===== config.mk =====
export PLATFORM = sky130hd
export DESIGN_NAME = acms_dev_flat
export DESIGN_NICKNAME = d
export VERILOG_FILES = /design/src/inc/acms_pkg.sv /design/src/inc/acms_if.sv /design/src/hdl/acms_dev.sv /design/src/flat_wrapper.sv
export SDC_FILE = /design/constraint.sdc
export NUM_CORES = 1
export LEC_CHECK = 0
export BUFFER_PORTS_ARGS = -buffer_cell sky130_fd_sc_hd__buf_2
export CAP_MARGIN = 10
export CORE_AREA = 2 2 99 172
export DETAILED_ROUTE_END_ITERATION = 7
export DIE_AREA = 0 0 101 174
export PLACE_DENSITY_LB_ADDON = 0.08
export SLEW_MARGIN = 40
export SYNTH_ARGS = -nofsm -noshare
export SYNTH_HDL_FRONTEND = slang
export SYNTH_SLANG_ARGS = --single-unit

===== constraint.sdc =====
create_clock -name i_core_clk -period 2.5 [get_ports i_core_clk]
set_input_delay 0.125 -clock i_core_clk [delete_from_list [all_inputs] [get_ports i_core_clk]]
set_output_delay 0.125 -clock i_core_clk [all_outputs]
set_load 0.02 [all_outputs]

===== src/inc/acms_pkg.sv =====
// constants for the capacity, block-count and sleep command interpreter
// Operation
// - F9h replaces max address from task file
// - host sets LBA bit, places 28-bit address
// - device-select bit must match this drive
// - capacity command needs ready, preceding F8h
// - sector count bit 0 keeps max across reset (code: hard reset only; a power-on reset reloads the native max)
// - features select password, lock, unlock, freeze
// - abort later non-volatile capacity command after reset
// - host boot sequence: read native, set, restore
// - 37h sets 48-bit max, previous/current bytes
// - C6h sets busy, checks sector count
// - valid block count stored, multiple enabled
// - unsupported block count aborts, disables multiple
// - zero block count disables multiple
// - multiple disabled after power-on
// - E6h/99h: busy, sleep, clear busy, interrupt
// - any new command wakes and executes
// - idle timer of 5 ms enters sleep
package acms_pkg;
	// ====================================================
	// command codes
	localparam logic [7:0] CMD_SET_MAX = 8'hf9;
	localparam logic [7:0] CMD_SET_MAX_EXT = 8'h37;
	localparam logic [7:0] CMD_READ_NATIVE = 8'hf8;
	localparam logic [7:0] CMD_READ_NATIVE_EXT = 8'h27;
	localparam logic [7:0] CMD_SET_MULT = 8'hc6;
	localparam logic [7:0] CMD_SLEEP_A = 8'he6;
	localparam logic [7:0] CMD_SLEEP_B = 8'h99;
	// ====================================================
	// sub-function codes in the feature register
	localparam logic [7:0] FEAT_OBSOLETE = 8'h00;
	localparam logic [7:0] FEAT_SET_PWD = 8'h01;
	localparam logic [7:0] FEAT_LOCK = 8'h02;
	localparam logic [7:0] FEAT_UNLOCK = 8'h03;
	localparam logic [7:0] FEAT_FREEZE = 8'h04;
	// ====================================================
	// field positions
	localparam int DH_LBA_BIT = 6;
	localparam int DH_DEV_BIT = 4;
	localparam int SC_KEEP_BIT = 0;
	// ====================================================
	// status bits
	localparam int ST_BSY = 7;
	localparam int ST_DRDY = 6;
	localparam int ST_ERR = 0;
	localparam logic [7:0] ERR_ABORT = 8'h04;
	// ====================================================
	// timing
	localparam int CLK_HZ = 20_000_000;
	localparam int IDLE_MS = 5;
	localparam int IDLE_CYC = CLK_HZ / 1000 * IDLE_MS;
	localparam int MAX_BLOCK = 16;
	localparam logic [47:0] NATIVE_MAX_RST = 48'h0000_00ff_ffff;
endpackage : acms_pkg


===== src/inc/acms_if.sv =====
// task-file carrier between host and device ends
`timescale 1ns/1ns
interface acms_if;
	logic [7:0] cmd; // command code
	logic cmd_wr; // command write strobe
	logic [7:0] feature; // feature select
	logic [15:0] sec_cnt; // sector count, prev:cur
	logic [15:0] lba_lo; // sector number / lba low
	logic [15:0] lba_mid; // cylinder low / lba mid
	logic [15:0] lba_hi; // cylinder high / lba high
	logic [7:0] dev_head; // drive/head select
	logic [7:0] status; // status byte
	logic [7:0] error; // error byte
	logic intrq; // interrupt pulse
	logic [47:0] native_max; // read-native result
	modport dev (input cmd, cmd_wr, feature, sec_cnt, lba_lo, lba_mid,
		lba_hi, dev_head, output status, error, intrq, native_max);
	modport host (output cmd, cmd_wr, feature, sec_cnt, lba_lo, lba_mid,
		lba_hi, dev_head, input status, error, intrq, native_max);
endinterface : acms_if


===== src/hdl/acms_dev.sv =====
// device end: executes capacity, block-count and sleep commands
`timescale 1ns/1ns
module acms_dev #(
	parameter int IDLE_CYC = acms_pkg::IDLE_CYC,
	parameter logic [0:0] DEV_ID = 1'b0
) (
	input wire logic i_core_clk, // core clock
	input wire logic i_nrst, // async reset, active low
	input wire logic i_power_on, // power-on vs hard reset
	acms_if.dev tf, // task-file carrier
	output logic [47:0] o_max_addr, // current max address
	output logic [47:0] o_nv_max, // non-volatile max
	output logic [7:0] o_mult_count, // block count
	output logic o_mult_en, // multiple enabled
	output logic o_sleep, // in sleep mode
	output logic [2:0] o_lock_state // {frozen,locked,pwd}
);
	typedef enum logic [1:0] {ACMS_IDLE, ACMS_EXEC, ACMS_DONE} acms_st_t;
	acms_st_t st_q, st_d;
	logic [7:0] cmd_q;
	logic [47:0] max_q, nv_q;
	logic [7:0] mult_q;
	logic mult_en_q, sleep_q, after_f8_q, nv_done_q;
	logic pwd_q, lock_q, frz_q, err_q, irq_q, boot_q;
	logic [31:0] idle_q;
	logic [47:0] addr28, addr48;
	logic sel, is_cap, is_sleep, keep, cap_ok, mult_ok;
	// derived command fields
	logic set_path, nv_wr;
	logic [47:0] new_max;
	// ====================================================
	// decode
	assign sel = (tf.dev_head[acms_pkg::DH_DEV_BIT] == DEV_ID);
	assign addr28 = {20'h00000, tf.dev_head[3:0], tf.lba_hi[7:0],
		tf.lba_mid[7:0], tf.lba_lo[7:0]};
	assign addr48 = {tf.lba_hi[15:8], tf.lba_mid[15:8], tf.lba_lo[15:8],
		tf.lba_hi[7:0], tf.lba_mid[7:0], tf.lba_lo[7:0]};
	assign is_cap = (cmd_q == acms_pkg::CMD_SET_MAX)
		|| (cmd_q == acms_pkg::CMD_SET_MAX_EXT);
	assign is_sleep = (cmd_q == acms_pkg::CMD_SLEEP_A)
		|| (cmd_q == acms_pkg::CMD_SLEEP_B);
	assign keep = tf.sec_cnt[acms_pkg::SC_KEEP_BIT];
	// prerequisites: follows read-native, not locked, nv once per boot
	assign cap_ok = after_f8_q && !lock_q && !(keep && nv_done_q);
	// block count must be a power of two up to the limit
	assign mult_ok = (tf.sec_cnt[7:0] <= 8'(acms_pkg::MAX_BLOCK))
		&& ((tf.sec_cnt[7:0] & (tf.sec_cnt[7:0] - 8'h01)) == 8'h00);
	// feature 00h, or the 48-bit form, is a plain max-address write
	assign set_path = (cmd_q == acms_pkg::CMD_SET_MAX_EXT)
		|| (tf.feature == acms_pkg::FEAT_OBSOLETE);
	// 28-bit layout for the short form, 48-bit layout otherwise
	assign new_max = (cmd_q == acms_pkg::CMD_SET_MAX) ? addr28
		: addr48;
	// a retained set also updates the non-volatile copy
	assign nv_wr = (st_q == ACMS_EXEC) && is_cap && set_path && cap_ok
		&& keep;
	// ====================================================
	// sequencer
	always_comb begin
		st_d = st_q;
		case (st_q)
			ACMS_IDLE: begin
				if (tf.cmd_wr && sel) begin
					st_d = ACMS_EXEC;
				end
			end
			ACMS_EXEC: st_d = ACMS_DONE;
			ACMS_DONE: st_d = ACMS_IDLE;
			default: st_d = ACMS_IDLE;
		endcase
	end
	always_ff @(posedge i_core_clk or negedge i_nrst) begin
		if (!i_nrst) begin
			st_q <= ACMS_IDLE;
			cmd_q <= 8'h00;
		end else begin
			st_q <= st_d;
			if (st_q == ACMS_IDLE && tf.cmd_wr && sel) begin
				cmd_q <= tf.cmd;
			end
		end
	end
	// ====================================================
	// reset-time restore of max from non-volatile copy
	always_ff @(posedge i_core_clk or negedge i_nrst) begin
		if (!i_nrst) begin
			boot_q <= 1'b1;
		end else begin
			boot_q <= 1'b0;
		end
	end
	// ====================================================
	// non-volatile copy of the max address
	// no async reset here: a hard reset must leave the copy intact,
	// only a power-on reset reloads the native maximum
	// the power-on reset must span at least one clock edge
	always_ff @(posedge i_core_clk) begin
		if (!i_nrst && i_power_on) begin
			nv_q <= acms_pkg::NATIVE_MAX_RST;
		end else if (nv_wr) begin
			nv_q <= new_max;
		end
	end
	// ====================================================
	// command execution
	always_ff @(posedge i_core_clk or negedge i_nrst) begin
		if (!i_nrst) begin
			max_q <= acms_pkg::NATIVE_MAX_RST;
			mult_q <= 8'h00;
			mult_en_q <= 1'b0;
			after_f8_q <= 1'b0;
			nv_done_q <= 1'b0;
			pwd_q <= 1'b0;
			lock_q <= 1'b0;
			frz_q <= 1'b0;
			err_q <= 1'b0;
			irq_q <= 1'b0;
		end else begin
			irq_q <= 1'b0;
			if (boot_q) begin
				max_q <= nv_q;
			end
			if (st_q == ACMS_EXEC) begin
				err_q <= 1'b0;
				after_f8_q <= (cmd_q == acms_pkg::CMD_READ_NATIVE)
					|| (cmd_q == acms_pkg::CMD_READ_NATIVE_EXT);
				if (is_cap) begin
					if (set_path) begin
						// out of order, locked or second retained set: abort
						if (!cap_ok) begin
							err_q <= 1'b1;
						end else begin
							max_q <= new_max;
							if (keep) begin
								nv_done_q <= 1'b1;
							end
						end
					end else begin
						// sub-functions of the capacity command
						case (tf.feature)
							acms_pkg::FEAT_SET_PWD: begin
								if (frz_q || lock_q) err_q <= 1'b1;
								else pwd_q <= 1'b1;
							end
							acms_pkg::FEAT_LOCK: begin
								if (frz_q) err_q <= 1'b1;
								else lock_q <= 1'b1;
							end
							acms_pkg::FEAT_UNLOCK: begin
								if (frz_q) err_q <= 1'b1;
								else lock_q <= 1'b0;
							end
							acms_pkg::FEAT_FREEZE: frz_q <= 1'b1;
							default: err_q <= 1'b1;
						endcase
					end
				end else if (cmd_q == acms_pkg::CMD_SET_MULT) begin
					if (tf.sec_cnt[7:0] == 8'h00) begin
						mult_en_q <= 1'b0;
					end else if (mult_ok) begin
						mult_q <= tf.sec_cnt[7:0];
						mult_en_q <= 1'b1;
					end else begin
						err_q <= 1'b1;
						mult_en_q <= 1'b0;
					end
				end
			end
			if (st_q == ACMS_DONE) begin
				irq_q <= 1'b1;
			end
		end
	end
	// ====================================================
	// sleep entry by command or idle timer
	always_ff @(posedge i_core_clk or negedge i_nrst) begin
		if (!i_nrst) begin
			sleep_q <= 1'b0;
			idle_q <= 32'h0;
		end else if (st_q != ACMS_IDLE || tf.cmd_wr) begin
			// any strobe or command in flight restarts the idle count
			idle_q <= 32'h0;
			if (st_q == ACMS_EXEC) begin
				sleep_q <= is_sleep;
			end else if (tf.cmd_wr && sel) begin
				sleep_q <= 1'b0;
			end
			// count holds at the limit, sleep stays until woken
		end else if (idle_q >= 32'(IDLE_CYC - 1)) begin
			sleep_q <= 1'b1;
		end else begin
			idle_q <= idle_q + 32'h1;
		end
	end
	// ====================================================
	// outputs
	// busy whenever a command is in flight, ready otherwise
	assign tf.status = {st_q != ACMS_IDLE, st_q == ACMS_IDLE, 5'h00, err_q};
	assign tf.error = err_q ? acms_pkg::ERR_ABORT : 8'h00;
	assign tf.intrq = irq_q;
	assign tf.native_max = acms_pkg::NATIVE_MAX_RST;
	assign o_max_addr = max_q;
	assign o_nv_max = nv_q;
	assign o_mult_count = mult_q;
	assign o_mult_en = mult_en_q;
	assign o_sleep = sleep_q;
	assign o_lock_state = {frz_q, lock_q, pwd_q};
endmodule : acms_dev


===== src/flat_wrapper.sv =====
// flat-port wrapper written by rule: the top's interface ports become plain ports
module acms_dev_flat 
#(
	parameter int IDLE_CYC = acms_pkg::IDLE_CYC,
	parameter logic [0:0] DEV_ID = 1'b0
)
  (i_core_clk, i_nrst, i_power_on, o_max_addr, o_nv_max, o_mult_count, o_mult_en, o_sleep, o_lock_state, tf_cmd, tf_cmd_wr, tf_feature, tf_sec_cnt, tf_lba_lo, tf_lba_mid, tf_lba_hi, tf_dev_head, tf_status, tf_error, tf_intrq, tf_native_max);
  acms_if tf_i ();
  input wire logic i_core_clk;
  input wire logic i_nrst;
  input wire logic i_power_on;
  output logic [47:0] o_max_addr;
  output logic [47:0] o_nv_max;
  output logic [7:0] o_mult_count;
  output logic o_mult_en;
  output logic o_sleep;
  output logic [2:0] o_lock_state;
  input wire logic [$bits(tf_i.cmd)-1:0] tf_cmd;
  input wire logic [$bits(tf_i.cmd_wr)-1:0] tf_cmd_wr;
  input wire logic [$bits(tf_i.feature)-1:0] tf_feature;
  input wire logic [$bits(tf_i.sec_cnt)-1:0] tf_sec_cnt;
  input wire logic [$bits(tf_i.lba_lo)-1:0] tf_lba_lo;
  input wire logic [$bits(tf_i.lba_mid)-1:0] tf_lba_mid;
  input wire logic [$bits(tf_i.lba_hi)-1:0] tf_lba_hi;
  input wire logic [$bits(tf_i.dev_head)-1:0] tf_dev_head;
  output wire logic [$bits(tf_i.status)-1:0] tf_status;
  output wire logic [$bits(tf_i.error)-1:0] tf_error;
  output wire logic [$bits(tf_i.intrq)-1:0] tf_intrq;
  output wire logic [$bits(tf_i.native_max)-1:0] tf_native_max;
  assign tf_i.cmd = tf_cmd;
  assign tf_i.cmd_wr = tf_cmd_wr;
  assign tf_i.feature = tf_feature;
  assign tf_i.sec_cnt = tf_sec_cnt;
  assign tf_i.lba_lo = tf_lba_lo;
  assign tf_i.lba_mid = tf_lba_mid;
  assign tf_i.lba_hi = tf_lba_hi;
  assign tf_i.dev_head = tf_dev_head;
  assign tf_status = tf_i.status;
  assign tf_error = tf_i.error;
  assign tf_intrq = tf_i.intrq;
  assign tf_native_max = tf_i.native_max;
  acms_dev #(.IDLE_CYC(IDLE_CYC), .DEV_ID(DEV_ID)) u_core (.i_core_clk(i_core_clk), .i_nrst(i_nrst), .i_power_on(i_power_on), .tf(tf_i), .o_max_addr(o_max_addr), .o_nv_max(o_nv_max), .o_mult_count(o_mult_count), .o_mult_en(o_mult_en), .o_sleep(o_sleep), .o_lock_state(o_lock_state));
endmodule

==> flow_summary.ini, run 1 <==
[floorplan]
core_area_sq_mm = 0.0163
start_util_pct = 46.8
io_pins = 266
dieArea_sq_mm = 0.0176
die_h_microns = 174
num_rows = 62
die_w_microns = 101

[final_layout]
synthToLayoutAreaGrowth_pct = 26.7
drive_gt1_share_pct = 30.7
fin_cells = 1193
antenna_cells = 0
layout.nets = 1081

[detailed_routing]
drt_wl_total_microns = 20300
drt_first_pass_iters = 5
vias_per_cell = 5.40
drc = 0
drt_iter0_markers = 324
ant_nets = 0
dr_total_vias = 6444
routedWlPerCell_microns = 17.0

[clocking]
clk_latency_ps = 420
cts_setup_buffers = 0
clock-sinks = 156
h-tree-depth = 4
cts_root_buf = clkbuf_16
cts_buffers = 17
cts_tree = built
clk_pin_slew_ps = 70
clockBufferDepth = 2

[timing]
drv_slew = 0
tightest_slew_ps = 597
fmax_ghz = 0.439
hold_violations = 0
rsz0062_at_grt = false
min_period_over_period_pct = 91.1
setup_viol = 0
fin_crit_ps = 2280
slew_headroom_pct = 60.2
fin_worst_skew_ps = 13.4
fin_setup_tns_ps = 0

[critical_path]
timing.rr.start = u_core.idle_q[20]
start_kind = primary input
crit_end = u_core.o_nv_max[32]
crit_path_start = tf_feature[0]
reg2reg_to = u_core.idle_q[6]
r2r_cells = 5
end_kind = flip-flop
regToRegSetupSlack_ps = 310
critPathArrivalTime_ps = 2620
cp_max_fo = 40
crit_required_ps = 2840
crit_type = in -> reg

[global_route]
antenna_found_initial = 0
grt_usage_pct = 23.4
grt_max_degree = 101
first_global_vias = 6687
grt_remaining_overflow = 0
grt_pass1_wl_microns = 32900

[logic_synthesis]
synth_top_cell_by_area = dfrtp_1
post_synth_instance_area_sq_mm = 0.00763
synth_edf_count = 0
async_flop_share_pct = 69.2
synth_top_area_share_pct = 27.2
syn_inst = 758
syn_area_per_cell_sq_um = 10.1
synth_area_leaders = dfrtp_1 27%, dfxtp_1 13%, mux2i_1 10%
seq_area_frac_synth_pct = 48.4
ys_types = 55
yosysWarnings = 0
synth-seq-cells = 156
ys.flop_type = dfrtp_1

[pwr]
fin_total_pwr_mw = 5.61
internal-power_mw = 4.15
pwr-share-comb_pct = 9.0
leakage_nw = 4.67
ir_drop_uv = 424
pwr-share-clk_pct = 44.7
netSwitchingPower_mw = 1.46
cellPowerDensity_mw_per_mm2 = 581
power.share.sequential_pct = 46.3
sw_frac_of_total_pct = 26.0

[place]
dpl.cell_count = 1107
gp_congestion = 0.821
hpwl_microns = 13500
port_buffers = 194

[run]
drv_cap = 0

[min_path]
holdCritPathClass = in -> reg

[status]
outcome = complete, no violations
-- sequential cells by signal (all words and copies together) (netlist names) --
signal               flops
u_core.after_f8_q        1
u_core.boot_q            1
u_core.cmd_q             8
u_core.err_q             1
u_core.frz_q             1
u_core.idle_q           32
u_core.lock_q            1
u_core.nv_done_q         1
u_core.o_max_addr       48
u_core.o_mult_count      8
u_core.o_mult_en         1
u_core.o_nv_max         48
u_core.o_sleep           1
u_core.pwd_q             1
u_core.st_q              2
u_core.tf.intrq          1
-- power groups by stage --
stage | Combinational, mW | Sequential, mW | Clock, mW
floorplan | 0.339 | 2.63 | 0
global placement | 0.425 | 2.65 | 0
detailed placement | 0.436 | 2.65 | 0
CTS | 0.503 | 2.60 | 2.55
global route | 0.547 | 2.61 | 2.67
finish | 0.502 | 2.60 | 2.51
-- cell usage after synthesis, types with 5 or more instances --
library cell and n:
dfstp_2 25, a21oi_1 29, inv_1 32, nand3_1 31, dfrtp_1 83, o211ai_1 26
nor3_1 7, nand4_1 29, and3_1 5, nor2_1 21, or2_2 5, o21ai_1 5
buf_4 68, nor4_1 8, and2_1 17, buf_2 11, or3_1 25, a31oi_1 6
a211oi_1 7, mux2_2 14, nand2_1 39, nor2b_1 7, mux2i_1 79, buf_6 5
clkbuf_1 35, dfxtp_1 48, o21ai_0 46
-- layer usage --
metal	vias to the layer above	global-route usage (%)	routed length [microns]
met2	250	41.6	10900
met4	0	10.5	600
li1	3019	-	-
met1	3134	26.4	7700
met5	-	0	0
met3	41	4.87	1080
-- critical path, cell delays in order --
cell           delay, ps
dlygate4sd3_1        540
buf_2                150
or4_4                520
nor4_4               280
o21ai_2              150
buf_4                280
or3_1                410
a21oi_1              160
-- placed cells by master (no fill, tap or decap), types with 5 or more instances in the layout --
master           n
a211oi_1         7
mux2i_1         79
buf_2          193
nand2_1         39
dfstp_2         25
mux2_2          14
o21ai_1          5
buf_4           19
dfrtp_1         83
and2_1          17
conb_1          61
a31oi_1          6
inv_1           32
clkbuf_16       17
nor4_1           8
nor2b_1          6
dlygate4sd3_1   54
o211ai_1        26
and3_1           5
o21ai_0         46
or2_2            5
or3_1           25
nor2_1          21
nand3_1         31
nor3_1           7
buf_12           5
nand4_1         29
dfxtp_1         48
a21oi_1         29
-- worst min path at each step --
stage | start | end | slack [ps] | depth (start not counted)
final | tf_feature[2] | u_core.frz_q | 30 | 2
after CTS | tf_feature[2] | u_core.frz_q | 10 | 2
after floorplan | i_nrst | u_core.after_f8_q | -170 | 0
after detailed placement | i_nrst | u_core.o_max_addr[38] | 7 | 1
after global placement | i_nrst | u_core.o_max_addr[38] | 3 | 1
after global routing | tf_feature[2] | u_core.frz_q | 20 | 2
-- cell families after synthesis --
group / after synthesis / synth area share [%]
AND/OR/NAND/NOR: 208 / 15.2
multiplexers: 93 / 12.4
XOR/XNOR: 5 / 0.574
other: 2 / 0.0985
flip-flops: 156 / 48.4
AO/OA/AOI/OAI: 141 / 11.6
buffers and inverters: 152 / 11.5
adder cells (fa/ha/maj): 1 / 0.164
-- timing repair --
action | CTS | global route
hold buffers | 54 | 0
hold endpoints to repair | 87 | 0
resized for setup | 0 | 0
endpoints found under the setup margin | 0 | 0
-- layout make-up --
class                      count  area [sq um]
sequential                   156          3690
clock inverter                13           128
tap                          192           240
timing repair buffer         271          1750
clock buffer                  19           433
fill                        1437          6630
multi-input combinational    509          3290
inverter                      33           124
-- metrics by stage --
step	utilization, %	instance area, sq um	setup WS, ps	hold slack [ps]
6_report	59.3	9660	223	29.2
5_1_grt	59.3	9660	104	18.2
4_1_cts	59.3	9660	248	15.0
3_5_place_dp	52.5	8560	333	7.33
3_3_place_gp	52.5	8560	412	2.87
2_1_floorplan	-	7850	578	-171
Note: power is estimated with default switching activity, not from simulation.
==> run 2, diff against run 1 <==
--- a/config.mk
+++ b/config.mk
@@ -7,9 +7,9 @@
 export LEC_CHECK = 0
 export BUFFER_PORTS_ARGS = -buffer_cell sky130_fd_sc_hd__buf_2
 export CAP_MARGIN = 10
-export CORE_AREA = 2 2 99 172
+export CORE_AREA = 2 2 106 160
 export DETAILED_ROUTE_END_ITERATION = 7
-export DIE_AREA = 0 0 101 174
+export DIE_AREA = 0 0 108 162
 export PLACE_DENSITY_LB_ADDON = 0.08
 export SLEW_MARGIN = 40
 export SYNTH_ARGS = -nofsm -noshare
==> constraint.sdc (replaced) <==
create_clock -name i_core_clk -period 2.27 [get_ports i_core_clk]
set_input_delay 0.1135 -clock i_core_clk [delete_from_list [all_inputs] [get_ports i_core_clk]]
set_output_delay 0.1135 -clock i_core_clk [all_outputs]
set_load 0.02 [all_outputs]
==> flow_summary.ini, run 2 (synthesized netlist as in run 1, its figures left out) <==
[floorplan]
start_util_pct = 47.5
num_rows = 57
io_pins = 266
die_h_microns = 162
die_w_microns = 108
core_area_sq_mm = 0.0160
dieArea_sq_mm = 0.0175

[detailed_routing]
vias_per_cell = 5.22
dr_total_vias = 6305
drt_wl_total_microns = 19900
ant_nets = 0
drt_iter0_markers = 326
drt_first_pass_iters = 4
routedWlPerCell_microns = 16.4
drc = 0

[final_layout]
design_area_sq_mm = 0.00977
final_cell_mix = 193 x buf_2, 83 x dfrtp_1, 79 x mux2i_1
antenna_cells = 0
drive_gt1_share_pct = 30.8
synthToLayoutAreaGrowth_pct = 28.1
layout.nets = 1083
final_common_cell = buf_2

[global_route]
antenna_found_initial = 0
grt_max_degree = 49
first_global_vias = 6459
grt_remaining_overflow = 0
grtUsageMet1_pct = 27.3
grt_util_met2_pct = 40.4
met3_usage_pct = 5.98
grt_usage_pct = 23.1
grt_pass1_wl_microns = 32200
busiest_layer = met2

[critical_path]
critPathArrivalTime_ps = 2530
path_buf_inv = 3
cp_num_cells = 8
path_cells = dlygate4sd3_1 -> buf_2 -> or4_4 -> nor4_4 -> o21a_2 -> buf_12 -> nand4_1 -> o211ai_1
cp_max_fo = 16
crit_type = in -> reg
crit_family = buffers and inverters
r2r_cells = 5
end_kind = flip-flop
timing.rr.start = u_core.idle_q[21]
slowest_stage = dlygate4sd3_1
crit_path_max_incr_delay_ps = 540
reg2reg_to = u_core.idle_q[8]
crit_path_start = tf_feature[0]
crit_required_ps = 2600
start_kind = primary input
regToRegSetupSlack_ps = 130
crit_end = u_core.o_nv_max[6]

[pwr]
internal-power_mw = 4.69
pwr-share-comb_pct = 8.9
leakage_nw = 4.69
ir_drop_uv = 403
netSwitchingPower_mw = 1.55
sw_frac_of_total_pct = 24.8
power.share.sequential_pct = 45.8
cellPowerDensity_mw_per_mm2 = 638
pwr-share-clk_pct = 45.3

[timing]
tightest_slew_ps = 608
drv_slew = 0
slew_headroom_pct = 59.5
fmax_ghz = 0.456
whs_ps = 18.9
rsz0062_at_grt = false
fin_setup_tns_ps = 0
hold_violations = 0
min_period_over_period_pct = 96.6
fin_crit_ps = 2190
fin_worst_skew_ps = 18.2
setup_viol = 0

[status]
outcome = complete, no violations

[clocking]
cts_tree = built
clockBufferDepth = 2
clk_latency_ps = 420
clk_pin_slew_ps = 60
h-tree-depth = 4
clock-sinks = 156
cts_buffers = 17
cts_root_buf = clkbuf_16

[place]
port_buffers = 194
dpl-instance-area_sq_mm = 0.00864
hpwl_microns = 13500
gp_congestion = 0.806

[run]
drv_cap = 0

[min_path]
holdCritPathClass = in -> reg
## run 2: routing by layer
metal / part of all wire [%] / up-vias / wire length (microns)
met5: 0 / - / 0
met4: 1.7 / 0 / 345
met3: 5.2 / 32 / 1030
met2: 54 / 195 / 10600
met1: 39 / 3053 / 7850
li1: - / 3025 / -
## run 2: power groups by stage
stage,Combinational [mW],Sequential (mW),Clock (mW)
detailed placement,0.481,2.91,0
finish,0.553,2.86,2.83
CTS,0.553,2.86,2.88
floorplan,0.373,2.90,0
global route,0.605,2.86,3.01
global placement,0.471,2.91,0
## run 2: tightest hold or removal path: stages
cell and delay, ps:
buf_2 120, nand3_1 80, mux2i_1 70
## run 2: layout make-up
class	count	area, sq um
multi-input cells	509	3290
inverters	33	124
clock buffers	20	447
repair buffers	273	1810
clock inverters	12	140
fillers	1398	6280
well taps	206	258
flip-flops and latches	156	3690
## run 2: how the worst min path moves through the flow
stage | startpoint | to | slack, ps | cells past startpoint
after global routing | tf_feature[2] | u_core.frz_q | 10 | 2
after detailed placement | i_nrst | u_core.tf.intrq | 130 | 1
after floorplan | i_nrst | u_core.after_f8_q | -180 | 0
after CTS | tf_feature[1] | u_core.lock_q | 7 | 3
after global placement | i_nrst | u_core.tf.intrq | 120 | 1
final | tf_feature[1] | u_core.lock_q | 20 | 3
## run 2: timing repair
action                    in CTS  in global routing
buffers inserted               0                  0
hold buffers                  54                  0
resized for setup              0                  0
hold endpoints to repair     106                  0
## run 2: metrics by stage
stage                     util (%)  cells  setup WS [ps]  power, mW
after floorplan                  -    817            348       3.27
after global placement        53.9   1123            177       3.38
after detailed placement      53.9   1123            127       3.39
after CTS                     60.9   1209           71.0       6.29
after global routing          60.9   1209           9.54       6.48
final                         60.9   1209           78.0       6.24
==> run 3, diff against run 2 <==
==> constraint.sdc (replaced) <==
create_clock -name i_core_clk -period 2.45 [get_ports i_core_clk]
set_input_delay 0.1225 -clock i_core_clk [delete_from_list [all_inputs] [get_ports i_core_clk]]
set_output_delay 0.1225 -clock i_core_clk [all_outputs]
set_load 0.02 [all_outputs]
==> flow_summary.ini, run 3 (synthesized netlist as in run 1, its figures left out) <==
[detailed_routing]
drt_iter0_markers = 307
vias_per_cell = 5.34
drc = 0
dr_total_vias = 6436
ant_nets = 0
drt_wl_total_microns = 20500
drt_first_pass_iters = 5
routedWlPerCell_microns = 17.0

[final_layout]
final_cell_mix = 193 x buf_2, 83 x dfrtp_1, 79 x mux2i_1
antenna_cells = 0
fin_cells = 1206
synthToLayoutAreaGrowth_pct = 27.4
design_area_sq_mm = 0.00972
final_common_cell = buf_2
fin_util_pct = 60.6
layout.nets = 1080
drive_gt1_share_pct = 30.7

[pwr]
internal-power_mw = 4.27
netSwitchingPower_mw = 1.56
pwr-share-comb_pct = 8.8
pwr-share-clk_pct = 45.7
leakage_nw = 4.68
ir_drop_uv = 504
fin_total_pwr_mw = 5.83
power.share.sequential_pct = 45.5
cellPowerDensity_mw_per_mm2 = 600
sw_frac_of_total_pct = 26.8

[min_path]
holdCritPathClass = in -> reg

[critical_path]
cp_max_fo = 40
end_kind = flip-flop
crit_type = in -> reg
start_kind = primary input
critPathArrivalTime_ps = 2600
crit_required_ps = 2800

[timing]
setup_viol = 0
whs_ps = 20.9
fmax_ghz = 0.444
fin_setup_tns_ps = 0
rsz0062_at_grt = false
finalWorstSetupSlack_ps = 198
hold_violations = 0
fin_crit_ps = 2250
fin_worst_skew_ps = 11.7
drv_slew = 0
tightest_slew_ps = 664
min_period_over_period_pct = 91.9
slew_headroom_pct = 55.7

[floorplan]
dieArea_sq_mm = 0.0175
start_util_pct = 47.5
core_area_sq_mm = 0.0160
num_rows = 57
die_w_microns = 108
die_h_microns = 162
io_pins = 266

[global_route]
grt_pass1_wl_microns = 33300
antenna_found_initial = 0
grt_usage_pct = 23.9
grt_remaining_overflow = 0
grt_max_degree = 53
first_global_vias = 6749

[clocking]
cts_buffers = 17
cts_resized = 0
clk_pin_slew_ps = 70
clock-sinks = 156
clk_latency_ps = 430
cts_root_buf = clkbuf_16
h-tree-depth = 4
cts_tree = built
clockBufferDepth = 2

[status]
outcome = complete, no violations

[place]
dpl.cell_count = 1119
port_buffers = 194
gp_congestion = 0.805
hpwl_microns = 13800
dpl-instance-area_sq_mm = 0.00857
place_ws_ps = 292

[run]
drv_cap = 0
## run 3: metal layers
metal | GRT usage, % | vias up | share of wire (%)
met3 | 5.42 | 25 | 5.3
li1 | - | 3019 | -
met4 | 7.75 | 0 | 1.8
met2 | 42.8 | 197 | 53
met1 | 27.9 | 3195 | 39
met5 | 0 | - | 0
## run 3: path summary, 6_finish.rpt
path / start / endpoint / slack [ps] / depth (start not counted)
worst min register to register: u_core.pwd_q / u_core.pwd_q / 470 / 1
worst min-delay path: tf_feature[1] / u_core.lock_q / 20 / 3
worst max-delay path: tf_feature[0] / u_core.o_nv_max[39] / 200 / 8
max in group asynchronous: i_nrst / u_core.idle_q[18] / 720 / 4
min in group asynchronous: i_nrst / u_core.o_max_addr[32] / 170 / 2
worst max register to register: u_core.idle_q[21] / u_core.idle_q[10] / 280 / 5
## run 3: final cells by class
| type | instances | area, sq um |
|---|---|---|
| timing repair buffer | 270 | 1740 |
| tap | 206 | 258 |
| inverter | 33 | 124 |
| clock inverter | 15 | 173 |
| sequential | 156 | 3690 |
| multi-input combinational | 509 | 3300 |
| clock buffer | 17 | 425 |
| fill | 1418 | 6330 |
## run 3: critical path: stages
cell and delay [ps]:
dlygate4sd3_1 540, buf_2 150, or4_4 520, nor4_4 270
o21ai_2 150, buf_4 290, or3_1 410, a21oi_1 160
## run 3: what timing repair did
| action | CTS | global route |
|---|---|---|
| setup buffers | 0 | 0 |
| endpoints found under the hold margin | 85 | 0 |
| hold buffers | 55 | 0 |
## run 3: power groups by stage
stage | combinational, mW | sequential [mW] | clock (mW)
floorplan | 0.346 | 2.69 | 0
detailed placement | 0.442 | 2.70 | 0
finish | 0.511 | 2.65 | 2.67
global route | 0.559 | 2.66 | 2.83
global placement | 0.430 | 2.70 | 0
CTS | 0.512 | 2.65 | 2.72
